### config.mk
export PLATFORM = sky130hd
export DESIGN_NAME = spms_top
export DESIGN_NICKNAME = d
export VERILOG_FILES = /design/src/shared/spms_pkg.sv /design/src/shared/spms_shift_if.sv /design/src/spms_top.sv /design/src/spms_shifter.sv
export SDC_FILE = /design/constraint.sdc
export NUM_CORES = 1
export LEC_CHECK = 0
export ABC_AREA = 1
export ABC_CLOCK_PERIOD_IN_PS = 1800
export BUFFER_PORTS_ARGS = -buffer_cell sky130_fd_sc_hd__buf_2
export CAP_MARGIN = 20
export CORE_ASPECT_RATIO = 0.5
export CORE_UTILIZATION = 45
export CTS_CLUSTER_DIAMETER = 80
export CTS_CLUSTER_SIZE = 12
export DETAILED_ROUTE_END_ITERATION = 12
export GPL_TIMING_DRIVEN = 0
export PLACE_DENSITY = 0.7
export SLEW_MARGIN = 25
export SYNTH_ARGS = -nofsm -noshare
export SYNTH_HDL_FRONTEND = slang
export SYNTH_SLANG_ARGS = --single-unit
### constraint.sdc
create_clock -name aclk -period 1.8 [get_ports aclk]
set_input_delay 0.27 -clock aclk [delete_from_list [all_inputs] [get_ports aclk]]
set_output_delay 0.27 -clock aclk [all_outputs]
set_load 0.02 [all_outputs]
### src/shared/spms_pkg.sv
// Purpose: constants and types shared by the serial port design
// Assumes: register map sits at fixed 32-bit byte addresses
// Notes:   bit positions are int, masks and resets are sized
package spms_pkg;

  // register byte addresses
  localparam logic [31:0] ADDR_STATUS  = 32'hFFFF0A00;
  localparam logic [31:0] ADDR_TX      = 32'hFFFF0A04;
  localparam logic [31:0] ADDR_RX      = 32'hFFFF0A08;
  localparam logic [31:0] ADDR_DIV     = 32'hFFFF0A0C;
  localparam logic [31:0] ADDR_CTRL    = 32'hFFFF0A10;
  localparam logic [31:0] ADDR_CORE    = 32'hFFFF0A14;
  localparam logic [31:0] ADDR_PINMODE = 32'hFFFF0A18;

  // serial_port_control fields
  localparam int CTL_EN     = 0;
  localparam int CTL_MASTER = 1;
  localparam int CTL_CPHA   = 2;
  localparam int CTL_CPOL   = 3;
  localparam int CTL_LSB    = 5;
  localparam int CTL_TRIG   = 6;
  localparam int CTL_UNDER  = 7;
  localparam int CTL_OVWR   = 8;
  localparam int CTL_SSEN   = 9;
  localparam int CTL_SOE    = 10;
  localparam int CTL_LOOP   = 11;
  localparam int CTL_CONT   = 12;
  localparam logic [15:0] CTL_WMASK = 16'h1FEF;

  // serial_port_status fields
  localparam int ST_BUSY   = 0;
  localparam int ST_TXFULL = 1;
  localparam int ST_UNDER  = 2;
  localparam int ST_RXFULL = 3;
  localparam int ST_OVF    = 5;

  // reset values
  localparam logic [15:0] CTL_RST     = 16'h0000;
  localparam logic [7:0]  DIV_RST     = 8'h00;
  localparam logic [2:0]  CORE_RST    = 3'h0;
  localparam logic [7:0]  PINMODE_RST = 8'h00;

  // core clock divider limit and pin muxing
  localparam logic [2:0] CORE_DIV_MAX = 3'h1;
  localparam logic [1:0] PIN_MODE_SPI = 2'h1;
  localparam int PIN_CS   = 0;
  localparam int PIN_SCLK = 1;
  localparam int PIN_MISO = 2;
  localparam int PIN_MOSI = 3;

  // byte framing
  localparam logic [3:0] BYTE_BITS = 4'h8;
  localparam logic [3:0] LAST_EDGE = 4'hF;

  // AXI responses
  localparam logic [1:0] RESP_OKAY   = 2'h0;
  localparam logic [1:0] RESP_DECERR = 2'h3;

  typedef enum logic [1:0] {
    M_IDLE  = 2'b00,
    M_RUN   = 2'b01,
    M_TAIL  = 2'b11,
    M_STALL = 2'b10
  } spms_mstate_t;

endpackage : spms_pkg

### src/shared/spms_shift_if.sv
// Purpose: link between the port controller and its shift engine
// Assumes: one clock domain, driven by the controller's aclk
// Notes:   controller owns all strobes, shifter owns the data
`timescale 1ns/10ps
interface spms_shift_if;
  logic       load;
  logic [7:0] load_data;
  logic       launch;
  logic       sample;
  logic       lsb_first;
  logic       ser_in;
  logic       ser_out;
  logic [3:0] count;
  logic       byte_done;
  logic [7:0] rx_data;

  modport ctrl (
    output load, load_data, launch, sample, lsb_first, ser_in,
    input  ser_out, count, byte_done, rx_data
  );
  modport shift (
    input  load, load_data, launch, sample, lsb_first, ser_in,
    output ser_out, count, byte_done, rx_data
  );
endinterface : spms_shift_if

### src/spms_top.sv
// Purpose: master/slave serial peripheral port with AXI4-Lite registers
// Assumes: pin inputs are synchronous to aclk
// Notes:   serial clock half period is (1 + divider) aclk cycles
//
// Contract
// - shift eight bits out and eight in simultaneously, full duplex.
// - port works only while core clock divider is 0 or 1.
// - chip select, clock, MISO, MOSI use pins zero to three in mode 1.
// - MISO is input as master, driven output as slave.
// - MOSI is driven output as master, input as slave.
// - unit is one byte, MSB first unless LSB-first selected.
// - one byte takes exactly eight serial clock periods.
// - serial clock driven as master, input as slave.
// - master clock equals base clock over twice one plus divider.
// - launch on one clock edge, sample on the other, matching modes.
// - slave exchanges bytes while external chip select is held low.
// - control 16 bits; status, divider, tx, rx 8 bits; status read only.
// - continuous mode keeps going and chip select low while tx valid.
// - single mode sends one byte, next starts after a stall period.
// - control bit 11 loops MOSI back into MISO internally.
// - control bit 10 enables the slave data output driver.
// - control bit 1 picks master when set, slave when clear.
// - control bit 3 sets serial clock idle level.
// - control bit 2 moves clock pulse to start or end of bit.
// - bit 6 starts master on tx write or on rx read.
//
// Register access over AXI4-Lite was chosen for this implementation.
`timescale 1ns/10ps
module spms_top (
  // clock and reset
  input  wire logic        aclk,
  input  wire logic        aresetn,
  // write address channel
  input  wire logic [31:0] awaddr,
  input  wire logic [2:0]  awprot,
  input  wire logic        awvalid,
  output logic             awready,
  // write data channel
  input  wire logic [31:0] wdata,
  input  wire logic [3:0]  wstrb,
  input  wire logic        wvalid,
  output logic             wready,
  // write response channel
  output logic [1:0]       bresp,
  output logic             bvalid,
  input  wire logic        bready,
  // read address channel
  input  wire logic [31:0] araddr,
  input  wire logic [2:0]  arprot,
  input  wire logic        arvalid,
  output logic             arready,
  // read data channel
  output logic [31:0]      rdata,
  output logic [1:0]       rresp,
  output logic             rvalid,
  input  wire logic        rready,
  // general pins zero to three
  input  wire logic [3:0]  pin_in,
  output logic [3:0]       pin_out,
  output logic [3:0]       pin_oe
);

  typedef struct packed {
    logic [15:0]          ctl;
    logic [7:0]           div;
    logic [2:0]           core;
    logic [7:0]           pinmode;
    logic [7:0]           txd;
    logic                 tx_full;
    logic [7:0]           last_tx;
    logic [7:0]           rxd;
    logic                 rx_full;
    logic                 ovf;
    logic                 under;
    logic                 rd_trig;
    spms_pkg::spms_mstate_t ms;
    logic [7:0]           hcnt;
    logic [3:0]           edge_n;
    logic                 sclk;
    logic                 sclk_prev;
    logic                 cs_prev;
    logic                 aw_have;
    logic [31:0]          awaddr;
    logic                 w_have;
    logic [31:0]          wdata;
    logic [3:0]           wstrb;
    logic                 bvalid;
    logic [1:0]           bresp;
    logic                 rvalid;
    logic [1:0]           rresp;
    logic [31:0]          rdata;
    logic                 awready;
    logic                 wready;
    logic                 arready;
    logic [3:0]           pin_out;
    logic [3:0]           pin_oe;
  } spms_state_t;

  spms_state_t q;
  spms_state_t d;

  spms_shift_if sif ();

  spms_shifter u_shifter (
    .aclk    (aclk),
    .aresetn (aresetn),
    .sif     (sif)
  );

  function automatic logic pin_spi(input logic [7:0] pm, input int idx);
    return pm[2*idx +: 2] == spms_pkg::PIN_MODE_SPI;
  endfunction : pin_spi

  function automatic logic mapped(input logic [31:0] a);
    return (a == spms_pkg::ADDR_STATUS) || (a == spms_pkg::ADDR_TX)
        || (a == spms_pkg::ADDR_RX)     || (a == spms_pkg::ADDR_DIV)
        || (a == spms_pkg::ADDR_CTRL)   || (a == spms_pkg::ADDR_CORE)
        || (a == spms_pkg::ADDR_PINMODE);
  endfunction : mapped

  logic       ok;
  logic       master;
  logic       cpol;
  logic       cpha;
  logic       cs_in;
  logic       sclk_in;
  logic       sel;
  logic       evt;
  logic       lead;
  logic       take_tx;
  logic       cont_go;
  logic       ar_fire;
  logic [7:0] next_byte;
  logic [7:0] status;
  logic [15:0] ctl_new;

  assign sif.lsb_first = q.ctl[spms_pkg::CTL_LSB];

  always_comb begin
    d         = q;
    take_tx   = 1'b0;
    evt       = 1'b0;
    lead      = 1'b0;
    ctl_new   = q.ctl;
    sif.load      = 1'b0;
    sif.load_data = 8'h00;
    sif.launch    = 1'b0;
    sif.sample    = 1'b0;

    // gated by core clock setting so a slow core cannot corrupt frames
    ok      = q.ctl[spms_pkg::CTL_EN]
           && (q.core <= spms_pkg::CORE_DIV_MAX);
    master  = q.ctl[spms_pkg::CTL_MASTER];
    cpol    = q.ctl[spms_pkg::CTL_CPOL];
    cpha    = q.ctl[spms_pkg::CTL_CPHA];
    cont_go = q.ctl[spms_pkg::CTL_CONT] && q.tx_full;
    // unmuxed pins read as idle so a foreign pin cannot select us
    cs_in   = pin_spi(q.pinmode, spms_pkg::PIN_CS)
              ? pin_in[spms_pkg::PIN_CS] : 1'b1;
    sclk_in = pin_spi(q.pinmode, spms_pkg::PIN_SCLK)
              ? pin_in[spms_pkg::PIN_SCLK] : cpol;
    sel     = ok && !master && !cs_in;

    next_byte = q.tx_full ? q.txd
              : (q.ctl[spms_pkg::CTL_UNDER] ? q.last_tx : 8'h00);

    // loopback hears our own data line instead of the pin
    if (q.ctl[spms_pkg::CTL_LOOP]) begin
      sif.ser_in = sif.ser_out;
    end else if (master) begin
      sif.ser_in = pin_in[spms_pkg::PIN_MISO];
    end else begin
      sif.ser_in = pin_in[spms_pkg::PIN_MOSI];
    end

    // AXI read: side effects of the read come before any new set
    ar_fire = arvalid && q.arready;
    status  = 8'h00;
    status[spms_pkg::ST_BUSY]   = (q.ms != spms_pkg::M_IDLE) || sel;
    status[spms_pkg::ST_TXFULL] = q.tx_full;
    status[spms_pkg::ST_UNDER]  = q.under;
    status[spms_pkg::ST_RXFULL] = q.rx_full;
    status[spms_pkg::ST_OVF]    = q.ovf;
    if (q.rvalid && rready) begin
      d.rvalid = 1'b0;
    end
    if (ar_fire) begin
      d.rvalid = 1'b1;
      d.rresp  = mapped(araddr) ? spms_pkg::RESP_OKAY
                                : spms_pkg::RESP_DECERR;
      d.rdata  = 32'h00000000;
      if (araddr == spms_pkg::ADDR_STATUS) begin
        d.rdata[7:0] = status;
        d.under      = 1'b0;
      end
      if (araddr == spms_pkg::ADDR_RX) begin
        d.rdata[7:0] = q.rxd;
        d.rx_full    = 1'b0;
        d.ovf        = 1'b0;
        if (!q.ctl[spms_pkg::CTL_TRIG]) begin
          d.rd_trig = 1'b1;
        end
      end
      if (araddr == spms_pkg::ADDR_DIV) begin
        d.rdata[7:0] = q.div;
      end
      if (araddr == spms_pkg::ADDR_CTRL) begin
        d.rdata[15:0] = q.ctl;
      end
      if (araddr == spms_pkg::ADDR_CORE) begin
        d.rdata[2:0] = q.core;
      end
      if (araddr == spms_pkg::ADDR_PINMODE) begin
        d.rdata[7:0] = q.pinmode;
      end
    end

    // master sequencer
    unique case (q.ms)
      spms_pkg::M_IDLE: begin
        d.sclk = cpol;
        d.hcnt = 8'h00;
        if (ok && master && (q.ctl[spms_pkg::CTL_TRIG] ? q.tx_full
                                                       : q.rd_trig)) begin
          take_tx  = 1'b1;
          // a read landing now re-arms instead of being lost
          d.rd_trig = ar_fire && (araddr == spms_pkg::ADDR_RX)
                      && !q.ctl[spms_pkg::CTL_TRIG];
          d.edge_n = 4'h0;
          d.ms     = spms_pkg::M_RUN;
        end
      end
      spms_pkg::M_RUN: begin
        if (q.hcnt == q.div) begin
          d.hcnt   = 8'h00;
          d.sclk   = ~q.sclk;
          evt      = 1'b1;
          lead     = !q.edge_n[0];
          d.edge_n = q.edge_n + 4'h1;
          if ((q.edge_n == spms_pkg::LAST_EDGE) && !cont_go) begin
            d.ms = spms_pkg::M_TAIL;
          end
        end else begin
          d.hcnt = q.hcnt + 8'h01;
        end
      end
      spms_pkg::M_TAIL: begin
        if (q.hcnt == q.div) begin
          d.hcnt = 8'h00;
          d.ms   = spms_pkg::M_STALL;
        end else begin
          d.hcnt = q.hcnt + 8'h01;
        end
      end
      spms_pkg::M_STALL: begin
        // deselect gap before any next single transfer
        if (q.hcnt == q.div) begin
          d.hcnt = 8'h00;
          d.ms   = spms_pkg::M_IDLE;
        end else begin
          d.hcnt = q.hcnt + 8'h01;
        end
      end
    endcase
    if (!ok || !master) begin
      d.ms   = spms_pkg::M_IDLE;
      d.sclk = cpol;
      evt    = 1'b0;
      take_tx = 1'b0;
    end

    // slave edges come from the sampled pin
    d.sclk_prev = sclk_in;
    d.cs_prev   = cs_in;
    if (sel) begin
      evt  = sclk_in != q.sclk_prev;
      lead = q.sclk_prev == cpol;
      if (q.cs_prev) begin
        take_tx = 1'b1;
        evt     = 1'b0;
      end
    end

    // phase picks which edge samples and which launches
    if (evt && (lead ^ cpha)) begin
      sif.sample = 1'b1;
    end
    if (evt && !(lead ^ cpha)) begin
      if (sif.count == spms_pkg::BYTE_BITS) begin
        take_tx = !master || cont_go;
      end else if (!(cpha && (sif.count == 4'h0))) begin
        sif.launch = 1'b1;
      end
    end

    if (take_tx) begin
      sif.load      = 1'b1;
      sif.load_data = next_byte;
      d.tx_full     = 1'b0;
      if (q.tx_full) begin
        d.last_tx = q.txd;
      end else begin
        d.under = 1'b1;
      end
    end

    // receive store: new byte wins over a same-cycle read clear
    if (sif.byte_done) begin
      if (q.rx_full && d.rx_full) begin
        d.ovf = 1'b1;
        if (q.ctl[spms_pkg::CTL_OVWR]) begin
          d.rxd = sif.rx_data;
        end
      end else begin
        d.rxd     = sif.rx_data;
        d.rx_full = 1'b1;
      end
    end

    // AXI write: address and data taken in either order
    if (awvalid && q.awready) begin
      d.aw_have = 1'b1;
      d.awaddr  = awaddr;
    end
    if (wvalid && q.wready) begin
      d.w_have = 1'b1;
      d.wdata  = wdata;
      d.wstrb  = wstrb;
    end
    if (q.bvalid && bready) begin
      d.bvalid = 1'b0;
    end
    if (q.aw_have && q.w_have && !q.bvalid) begin
      d.aw_have = 1'b0;
      d.w_have  = 1'b0;
      d.bvalid  = 1'b1;
      d.bresp   = mapped(q.awaddr) ? spms_pkg::RESP_OKAY
                                   : spms_pkg::RESP_DECERR;
      if (q.awaddr == spms_pkg::ADDR_CTRL) begin
        if (q.wstrb[0]) begin
          ctl_new[7:0] = q.wdata[7:0];
        end
        if (q.wstrb[1]) begin
          ctl_new[15:8] = q.wdata[15:8];
        end
        d.ctl = ctl_new & spms_pkg::CTL_WMASK;
      end
      if (q.wstrb[0]) begin
        if (q.awaddr == spms_pkg::ADDR_DIV) begin
          d.div = q.wdata[7:0];
        end
        if (q.awaddr == spms_pkg::ADDR_TX) begin
          d.txd     = q.wdata[7:0];
          d.tx_full = 1'b1;
        end
        if (q.awaddr == spms_pkg::ADDR_CORE) begin
          d.core = q.wdata[2:0];
        end
        if (q.awaddr == spms_pkg::ADDR_PINMODE) begin
          d.pinmode = q.wdata[7:0];
        end
      end
    end
    d.awready = !d.aw_have && !d.bvalid;
    d.wready  = !d.w_have && !d.bvalid;
    d.arready = !d.rvalid;

    // pin drivers
    d.pin_oe[spms_pkg::PIN_CS] = ok && master
      && pin_spi(q.pinmode, spms_pkg::PIN_CS);
    d.pin_out[spms_pkg::PIN_CS] = !((q.ms == spms_pkg::M_RUN)
                                  || (q.ms == spms_pkg::M_TAIL));
    d.pin_oe[spms_pkg::PIN_SCLK] = ok && master
      && pin_spi(q.pinmode, spms_pkg::PIN_SCLK);
    d.pin_out[spms_pkg::PIN_SCLK] = q.sclk;
    d.pin_oe[spms_pkg::PIN_MISO] = sel && q.ctl[spms_pkg::CTL_SOE]
      && pin_spi(q.pinmode, spms_pkg::PIN_MISO);
    d.pin_out[spms_pkg::PIN_MISO] = sif.ser_out;
    d.pin_oe[spms_pkg::PIN_MOSI] = ok && master
      && pin_spi(q.pinmode, spms_pkg::PIN_MOSI);
    d.pin_out[spms_pkg::PIN_MOSI] = sif.ser_out;
  end

  always_ff @(posedge aclk) begin
    if (!aresetn) begin
      q         <= '0;
      q.ctl     <= spms_pkg::CTL_RST;
      q.div     <= spms_pkg::DIV_RST;
      q.core    <= spms_pkg::CORE_RST;
      q.pinmode <= spms_pkg::PINMODE_RST;
      q.ms      <= spms_pkg::M_IDLE;
      q.cs_prev <= 1'b1;
      q.pin_out <= 4'hF;
    end else begin
      q <= d;
    end
  end

  assign awready = q.awready;
  assign wready  = q.wready;
  assign bresp   = q.bresp;
  assign bvalid  = q.bvalid;
  assign arready = q.arready;
  assign rdata   = q.rdata;
  assign rresp   = q.rresp;
  assign rvalid  = q.rvalid;
  assign pin_out = q.pin_out;
  assign pin_oe  = q.pin_oe;

endmodule : spms_top

### src/spms_shifter.sv
// Purpose: eight-bit transmit and receive shift engine
// Assumes: launch and sample never come in the same cycle as load
// Notes:   byte_done pulses one cycle with rx_data already valid
`timescale 1ns/10ps
module spms_shifter (
  // clock and reset
  input wire logic   aclk,
  input wire logic   aresetn,
  // control side
  spms_shift_if.shift sif
);

  typedef struct packed {
    logic [7:0] tx;
    logic [7:0] rx;
    logic [3:0] cnt;
    logic       done;
  } spms_shift_state_t;

  spms_shift_state_t q;
  spms_shift_state_t d;

  always_comb begin
    d      = q;
    d.done = 1'b0;
    if (sif.load) begin
      d.tx  = sif.load_data;
      d.cnt = 4'h0;
    end else begin
      if (sif.launch) begin
        d.tx = sif.lsb_first ? {1'b0, q.tx[7:1]}
                             : {q.tx[6:0], 1'b0};
      end
      // receive runs alongside transmit on the opposite edge
      if (sif.sample && (q.cnt < spms_pkg::BYTE_BITS)) begin
        d.rx   = sif.lsb_first ? {sif.ser_in, q.rx[7:1]}
                               : {q.rx[6:0], sif.ser_in};
        d.cnt  = q.cnt + 4'h1;
        d.done = (q.cnt == spms_pkg::BYTE_BITS - 4'h1);
      end
    end
  end

  always_ff @(posedge aclk) begin
    if (!aresetn) begin
      q <= '0;
    end else begin
      q <= d;
    end
  end

  assign sif.ser_out   = sif.lsb_first ? q.tx[0] : q.tx[7];
  assign sif.count     = q.cnt;
  assign sif.byte_done = q.done;
  assign sif.rx_data   = q.rx;

endmodule : spms_shifter

==> results of run 1 <==
==> critical path, stage by stage (launching register included) <==
cell	delay, ns
dfxtp_4	0.38
inv_4	0.04
nor2_4	0.08
nand2_2	0.07
nor2_4	0.18
nor2_2	0.07
nand3_4	0.10
nand2_2	0.08
nand2_4	0.07
nand2_4	0.06
buf_6	0.13
nor3b_4	0.26
nor2_4	0.12
nor2_2	0.14
nor2_1	0.05
==> logic make-up (layout without fill, tap and decap cells) <==
kind of cell | count (synthesis) | after routing | synth area share
compound gates | 203 | 203 | 0.126
xor+xnor | 10 | 10 | 0.0106
fa+ha+maj | 4 | 4 | 0.00606
buf+inv | 183 | 375 | 0.108
flops | 174 | 174 | 0.422
other cells | 1 | 20 | 0.000454
simple gates | 595 | 596 | 0.328
==> per-stage QoR <==
step | TNS [ns] | util | hold slack [ns] | instances | setup slack [ns]
after floorplan | 0 | - | 0.395 | 1188 | 0.0891
after global placement | -15.19 | 0.522 | 0.415 | 1540 | -0.312
after detailed placement | -17.81 | 0.522 | 0.412 | 1540 | -0.329
after CTS | -1.44 | 0.578 | 0.0716 | 1596 | -0.0678
after global routing | -6.59 | 0.608 | 0.0860 | 1615 | -0.244
final | -1.93 | 0.608 | 0.0791 | 1616 | -0.115
==> cell type report <==
cell class | instances | area [um^2]
Multi-Input combinational cell | 832 | 4430
Clock inverter | 13 | 130
Sequential cell | 174 | 3540
Timing Repair Buffer | 160 | 980
Tap cell | 234 | 293
Clock buffer | 19 | 443
Fill cell | 1615 | 6920
Antenna cell | 1 | 2.50
Inverter | 96 | 372
Buffer | 87 | 546
==> cells in the final DEF (no fill, tap or decap), types with 17 or more instances in the layout <==
master | netlist | final
clkbuf_16 | 0 | 17
dfxtp_1 | 174 | 147
clkbuf_1 | 32 | 31
nand4_1 | 35 | 35
buf_2 | 4 | 120
conb_1 | 1 | 19
nor2_1 | 174 | 164
dfxtp_2 | 0 | 18
nand2_2 | 5 | 21
o21ai_0 | 94 | 78
buf_4 | 47 | 74
nand2_1 | 231 | 209
a21oi_1 | 98 | 88
nand3_1 | 84 | 72
o21ai_2 | 2 | 18
inv_1 | 87 | 78
==> per-layer routing <==
metal / wire length (um) / track usage
met2: 11200 / 0.411
met5: 0 / 0
met4: 350 / 0.0714
met3: 2470 / 0.0667
met1: 10900 / 0.351
==> path summary, 6_finish.rpt <==
kind                                         to  depth (start not counted)
worst min register to register       pin_out[0]                          1
worst max register to register  u_shifter.q[15]                         14
worst min-delay path                     q[119]                          3
worst max-delay path            u_shifter.q[15]                         14
==> state kept, by name, summed over array words and instances, names as in the netlist, 3 cells and up <==
name and flops:
pin_oe 4, pin_out 3, q 122, rdata 13, u_shifter.q 8, u_shifter.sif.count 4, u_shifter.sif.rx_data 8
==> power by group through the flow <==
stage	logic, mW	registers, mW	clock network (mW)
floorplan	0.365	4.09	0
global placement	0.580	4.11	0
detailed placement	0.594	4.11	0
CTS	0.599	4.02	3.71
global route	0.710	4.03	3.89
finish	0.641	4.03	3.65
==> what timing repair did <==
| item | in CTS | in global routing |
|---|---|---|
| gates cloned | 3 | 0 |
| gates resized for setup | 76 | 120 |
| buffers inserted | 21 | 19 |
| pin swaps | 41 | 47 |
| setup endpoints to repair | 70 | 84 |
==> impl_metrics.tcl, run 1 <==
set metrics [dict create \
    status "complete, but fails checks" \
    violations "setup timing" \
    crit_type "reg -> reg" \
    drc 0 \
    rows 34 \
    setup_viol 29 \
    drv_cap 0 \
    slew_violations 0 \
    drt.antenna.violating_nets 0 \
    hold_violations 0 \
    synthFlopType "dfxtp_1" \
    fp.dieH_um 97.8 \
    yosys.cell_types.count 47 \
    rsz0062_at_grt "true" \
    synth_area_leaders "dfxtp_1, nand2_1, nor2_1, a21oi_1, o21ai_0" \
    first_pass_iters 6 \
    synth_top_area_cell "dfxtp_1" \
    grt-ovfl-total 0 \
    hold_buffers 0 \
    worstHoldStart "pin_in[0]" \
    ys_seq_area_frac 0.422 \
    cts_tree "yes" \
    final_area_mm2 0.0107 \
    synth-warning-count 0 \
    drt-wirelength-per-cell_um 15.4 \
    io_buffers 118 \
    power_mw 8.32 \
    io_pins 166 \
    slew_headroom 0.439 \
    place_congestion 1.02 \
    grt_pass1_wl_um 38900 \
    r2r-start "q[165]" \
    hold_path_class "in -> reg" \
    worstSetupStartpoint "q[165]" \
    core_mm2 0.0177 \
    grt_usage 0.259 \
    async_flop_share 0 \
    clkSlewWorstSetupHoldPaths_ns 0.08 \
    period_share 1.06 \
    worst_clock_skew_ns 0.0176 \
    wl_um 24900 \
    p_sw_mw 2.16 \
    area_growth_pct 30.0 \
    cts_max_level 4 \
    die-width_um 194 \
    cts_buffers 17 \
    clk_path_buf_depth 2 \
    yosysMostFrequentCell "nand2_1" \
    placed_area_mm2 0.00921 \
    worstSetupEndpointType "flip-flop" \
    drt_iter0_drc 627 \
    r2r_setup_slack_ns -0.11 \
    tightest_slew_ns 0.841 \
    cp_max_fo 8 \
    pwr-share-clk 0.439 \
    initial_core_util 0.468 \
    power.internal_mw 6.16 \
    worstPathArrival_ns 2.26 \
    synth_edf_count 0 \
    fin_nets 1489 \
    fin_ws_ns -0.115 \
    cp-start-kind "flip-flop" \
    root_buffer "clkbuf_16" \
    pwr-share-seq 0.484 \
    required_ns 2.14 \
    synth_area_per_cell_um2 7.06 \
    synth_top_cell_area_share 0.422 \
    antenna_found_initial 0 \
    vias 8584 \
    drive_gt1_frac 0.297 \
    ir_drop_v 0.000730 \
    grt_pass1_vias 7940 \
    synth_area_mm2 0.00826 \
    p_leak_nw 4.45 \
    design.die.area_mm2 0.0189 \
    grt_max_degree 17 \
    combPwrFrac 0.077 \
    switching_share 0.260 \
    min_period_ns 1.91 \
    via_per_inst 5.31 \
    cts_sinks 174 \
    max_freq_ghz 0.522 \
    clock_latency_ns 0.44 \
    synthTopCellsByCount "nand2_1, dfxtp_1, nor2_1" \
    place.detailed.hpwl_um 17600 \
    synth-seq-cells 174 \
    p_per_area_mw_per_mm2 775 \
    synthCells 1170 \
]
(Power assumes the default switching activity.)
==> run 2: changes to the inputs <==
--- a/config.mk
+++ b/config.mk
@@ -15,7 +15,7 @@
 export CTS_CLUSTER_SIZE = 12
 export DETAILED_ROUTE_END_ITERATION = 12
 export GPL_TIMING_DRIVEN = 0
-export PLACE_DENSITY = 0.7
+export PLACE_DENSITY_LB_ADDON = 0.3
 export SLEW_MARGIN = 25
 export SYNTH_ARGS = -nofsm -noshare
 export SYNTH_HDL_FRONTEND = slang
==> impl_metrics.tcl, run 2 (synthesis gave the netlist of run 1 again) <==
set metrics [dict create \
    status "complete, but fails checks" \
    violations "setup timing" \
    wl_um 24400 \
    power.internal_mw 6.54 \
    clkSlewWorstSetupHoldPaths_ns 0.07 \
    grt_pass1_wl_um 38700 \
    slew_headroom 0.449 \
    crit_type "reg -> reg" \
    combPwrFrac 0.072 \
    cts_tree "yes" \
    regMostFlops "q" \
    r2r_setup_slack_ns -0.12 \
    hold_buffers 0 \
    p_per_area_mw_per_mm2 822 \
    grt_usage 0.256 \
    clock_latency_ns 0.43 \
    antenna_found_initial 0 \
    required_ns 2.12 \
    cts_sinks 174 \
    layout_common_cells "nand2_1, nor2_1, dfxtp_1, buf_2" \
    rsz0062_at_grt "true" \
    drt_iter0_drc 691 \
    grt-ovfl-total 0 \
    place.detailed.hpwl_um 17900 \
    min_delay_path_depth 3 \
    fin_ws_ns -0.121 \
    worstSetupEndpointType "flip-flop" \
    cts_max_level 4 \
    worst_clock_skew_ns 0.0129 \
    tightest_slew_ns 0.827 \
    power_mw 8.69 \
    drc 0 \
    hold_violations 0 \
    place_congestion 0.971 \
    io_buffers 118 \
    antennaDiodeCount 0 \
    place_ws_ns -0.410 \
    design.die.area_mm2 0.0189 \
    hold_end "q[119]" \
    ir_drop_v 0.000752 \
    largest_reg_flops 122 \
    root_buffer "clkbuf_16" \
    drv_cap 0 \
    fin_nets 1479 \
    pwr-share-clk 0.465 \
    worstSetupStartpoint "q[168]" \
    first_pass_iters 6 \
    drt-wirelength-per-cell_um 15.2 \
    clk_path_buf_depth 2 \
    area_growth_pct 28.1 \
    core_mm2 0.0177 \
    max_freq_ghz 0.521 \
    drive_gt1_frac 0.274 \
    final_common_cell "nand2_1" \
    fin_util 0.599 \
    reg2regPathDepth 16 \
    placed_area_mm2 0.00921 \
    min_period_ns 1.92 \
    p_sw_mw 2.15 \
    final_cells 1605 \
    final_area_mm2 0.0106 \
    grt_max_degree 17 \
    p_leak_nw 4.38 \
    r2r-start "q[168]" \
    setup_viol 25 \
    cp-start-kind "flip-flop" \
    worstHoldStart "pin_in[0]" \
    via_per_inst 5.26 \
    vias 8436 \
    r2r-end "u_shifter.q[18]" \
    die-width_um 194 \
    dpl.cell_count 1540 \
    hold_path_class "in -> reg" \
    slew_violations 0 \
    pwr-share-seq 0.463 \
    worstPathArrival_ns 2.24 \
    io_pins 166 \
    fp.dieH_um 97.8 \
    cts_buffers 17 \
    initial_core_util 0.468 \
    switching_share 0.247 \
    rows 34 \
    period_share 1.07 \
    grt_pass1_vias 7900 \
    cp_max_fo 8 \
    drt.antenna.violating_nets 0 \
]
-- run 2: what timing repair did --
item                                    4_1_cts  5_1_grt
pin swaps                                    27       36
endpoints found under the setup margin       70       84
gates resized for setup                      60       84
setup buffers                                16       16
cloned                                        1        1
-- run 2: per-layer routing --
| layer | vias up | routed length [um] | GRT usage |
|---|---|---|---|
| met4 | 0 | 335 | 0.0578 |
| met1 | 3911 | 11000 | 0.339 |
| met5 | - | 0 | 0 |
| li1 | 4156 | - | - |
| met3 | 31 | 2210 | 0.0743 |
| met2 | 338 | 10900 | 0.415 |
-- run 2: through the flow --
| step | setup TNS, ns | hold WS [ns] |
|---|---|---|
| 5_1_grt | -5.18 | 0.0897 |
| 2_1_floorplan | 0 | 0.395 |
| 3_5_place_dp | -19.76 | 0.425 |
| 4_1_cts | -1.12 | 0.0712 |
| 6_report | -1.44 | 0.0737 |
| 3_3_place_gp | -14.67 | 0.416 |
-- run 2: worst max-delay path, stage by stage, from the launching register on --
cell	delay, ns
dfxtp_1	0.32
inv_2	0.09
nand2_2	0.08
nand2_1	0.08
o21ai_2	0.07
or2_1	0.23
nand3_1	0.11
nand2_1	0.07
nand2_2	0.10
nor2_4	0.05
nand2_4	0.11
nand2_8	0.10
buf_6	0.14
nand2_1	0.06
nand2_1	0.05
nor2_1	0.10
nor2_1	0.05
-- run 2: area by class of cell --
| type | count | area (um^2) |
|---|---|---|
| Inverter | 96 | 367 |
| Multi-Input combinational cell | 831 | 4300 |
| Tap cell | 234 | 293 |
| Fill cell | 1589 | 7080 |
| Timing Repair Buffer | 151 | 905 |
| Clock inverter | 14 | 204 |
| Clock buffer | 18 | 429 |
| Buffer | 87 | 542 |
| Sequential cell | 174 | 3540 |
-- run 2: worst max path at each step --
stage,to,slack [ns],depth (start not counted)
finish,u_shifter.q[18],-0.12,16
floorplan,u_shifter.q[19],0.09,15
CTS,q[137],-0.09,14
detailed placement,u_shifter.q[13],-0.41,10
global route,u_shifter.q[18],-0.23,15
global placement,u_shifter.q[19],-0.35,10
-- run 2: power groups by stage --
stage               Combinational, mW  Clock, mW  Sequential [mW]
global placement                0.580          0             4.10
detailed placement              0.592          0             4.11
CTS                             0.597       4.06             4.02
floorplan                       0.365          0             4.09
finish                          0.627       4.04             4.02
global route                    0.693       4.28             4.04
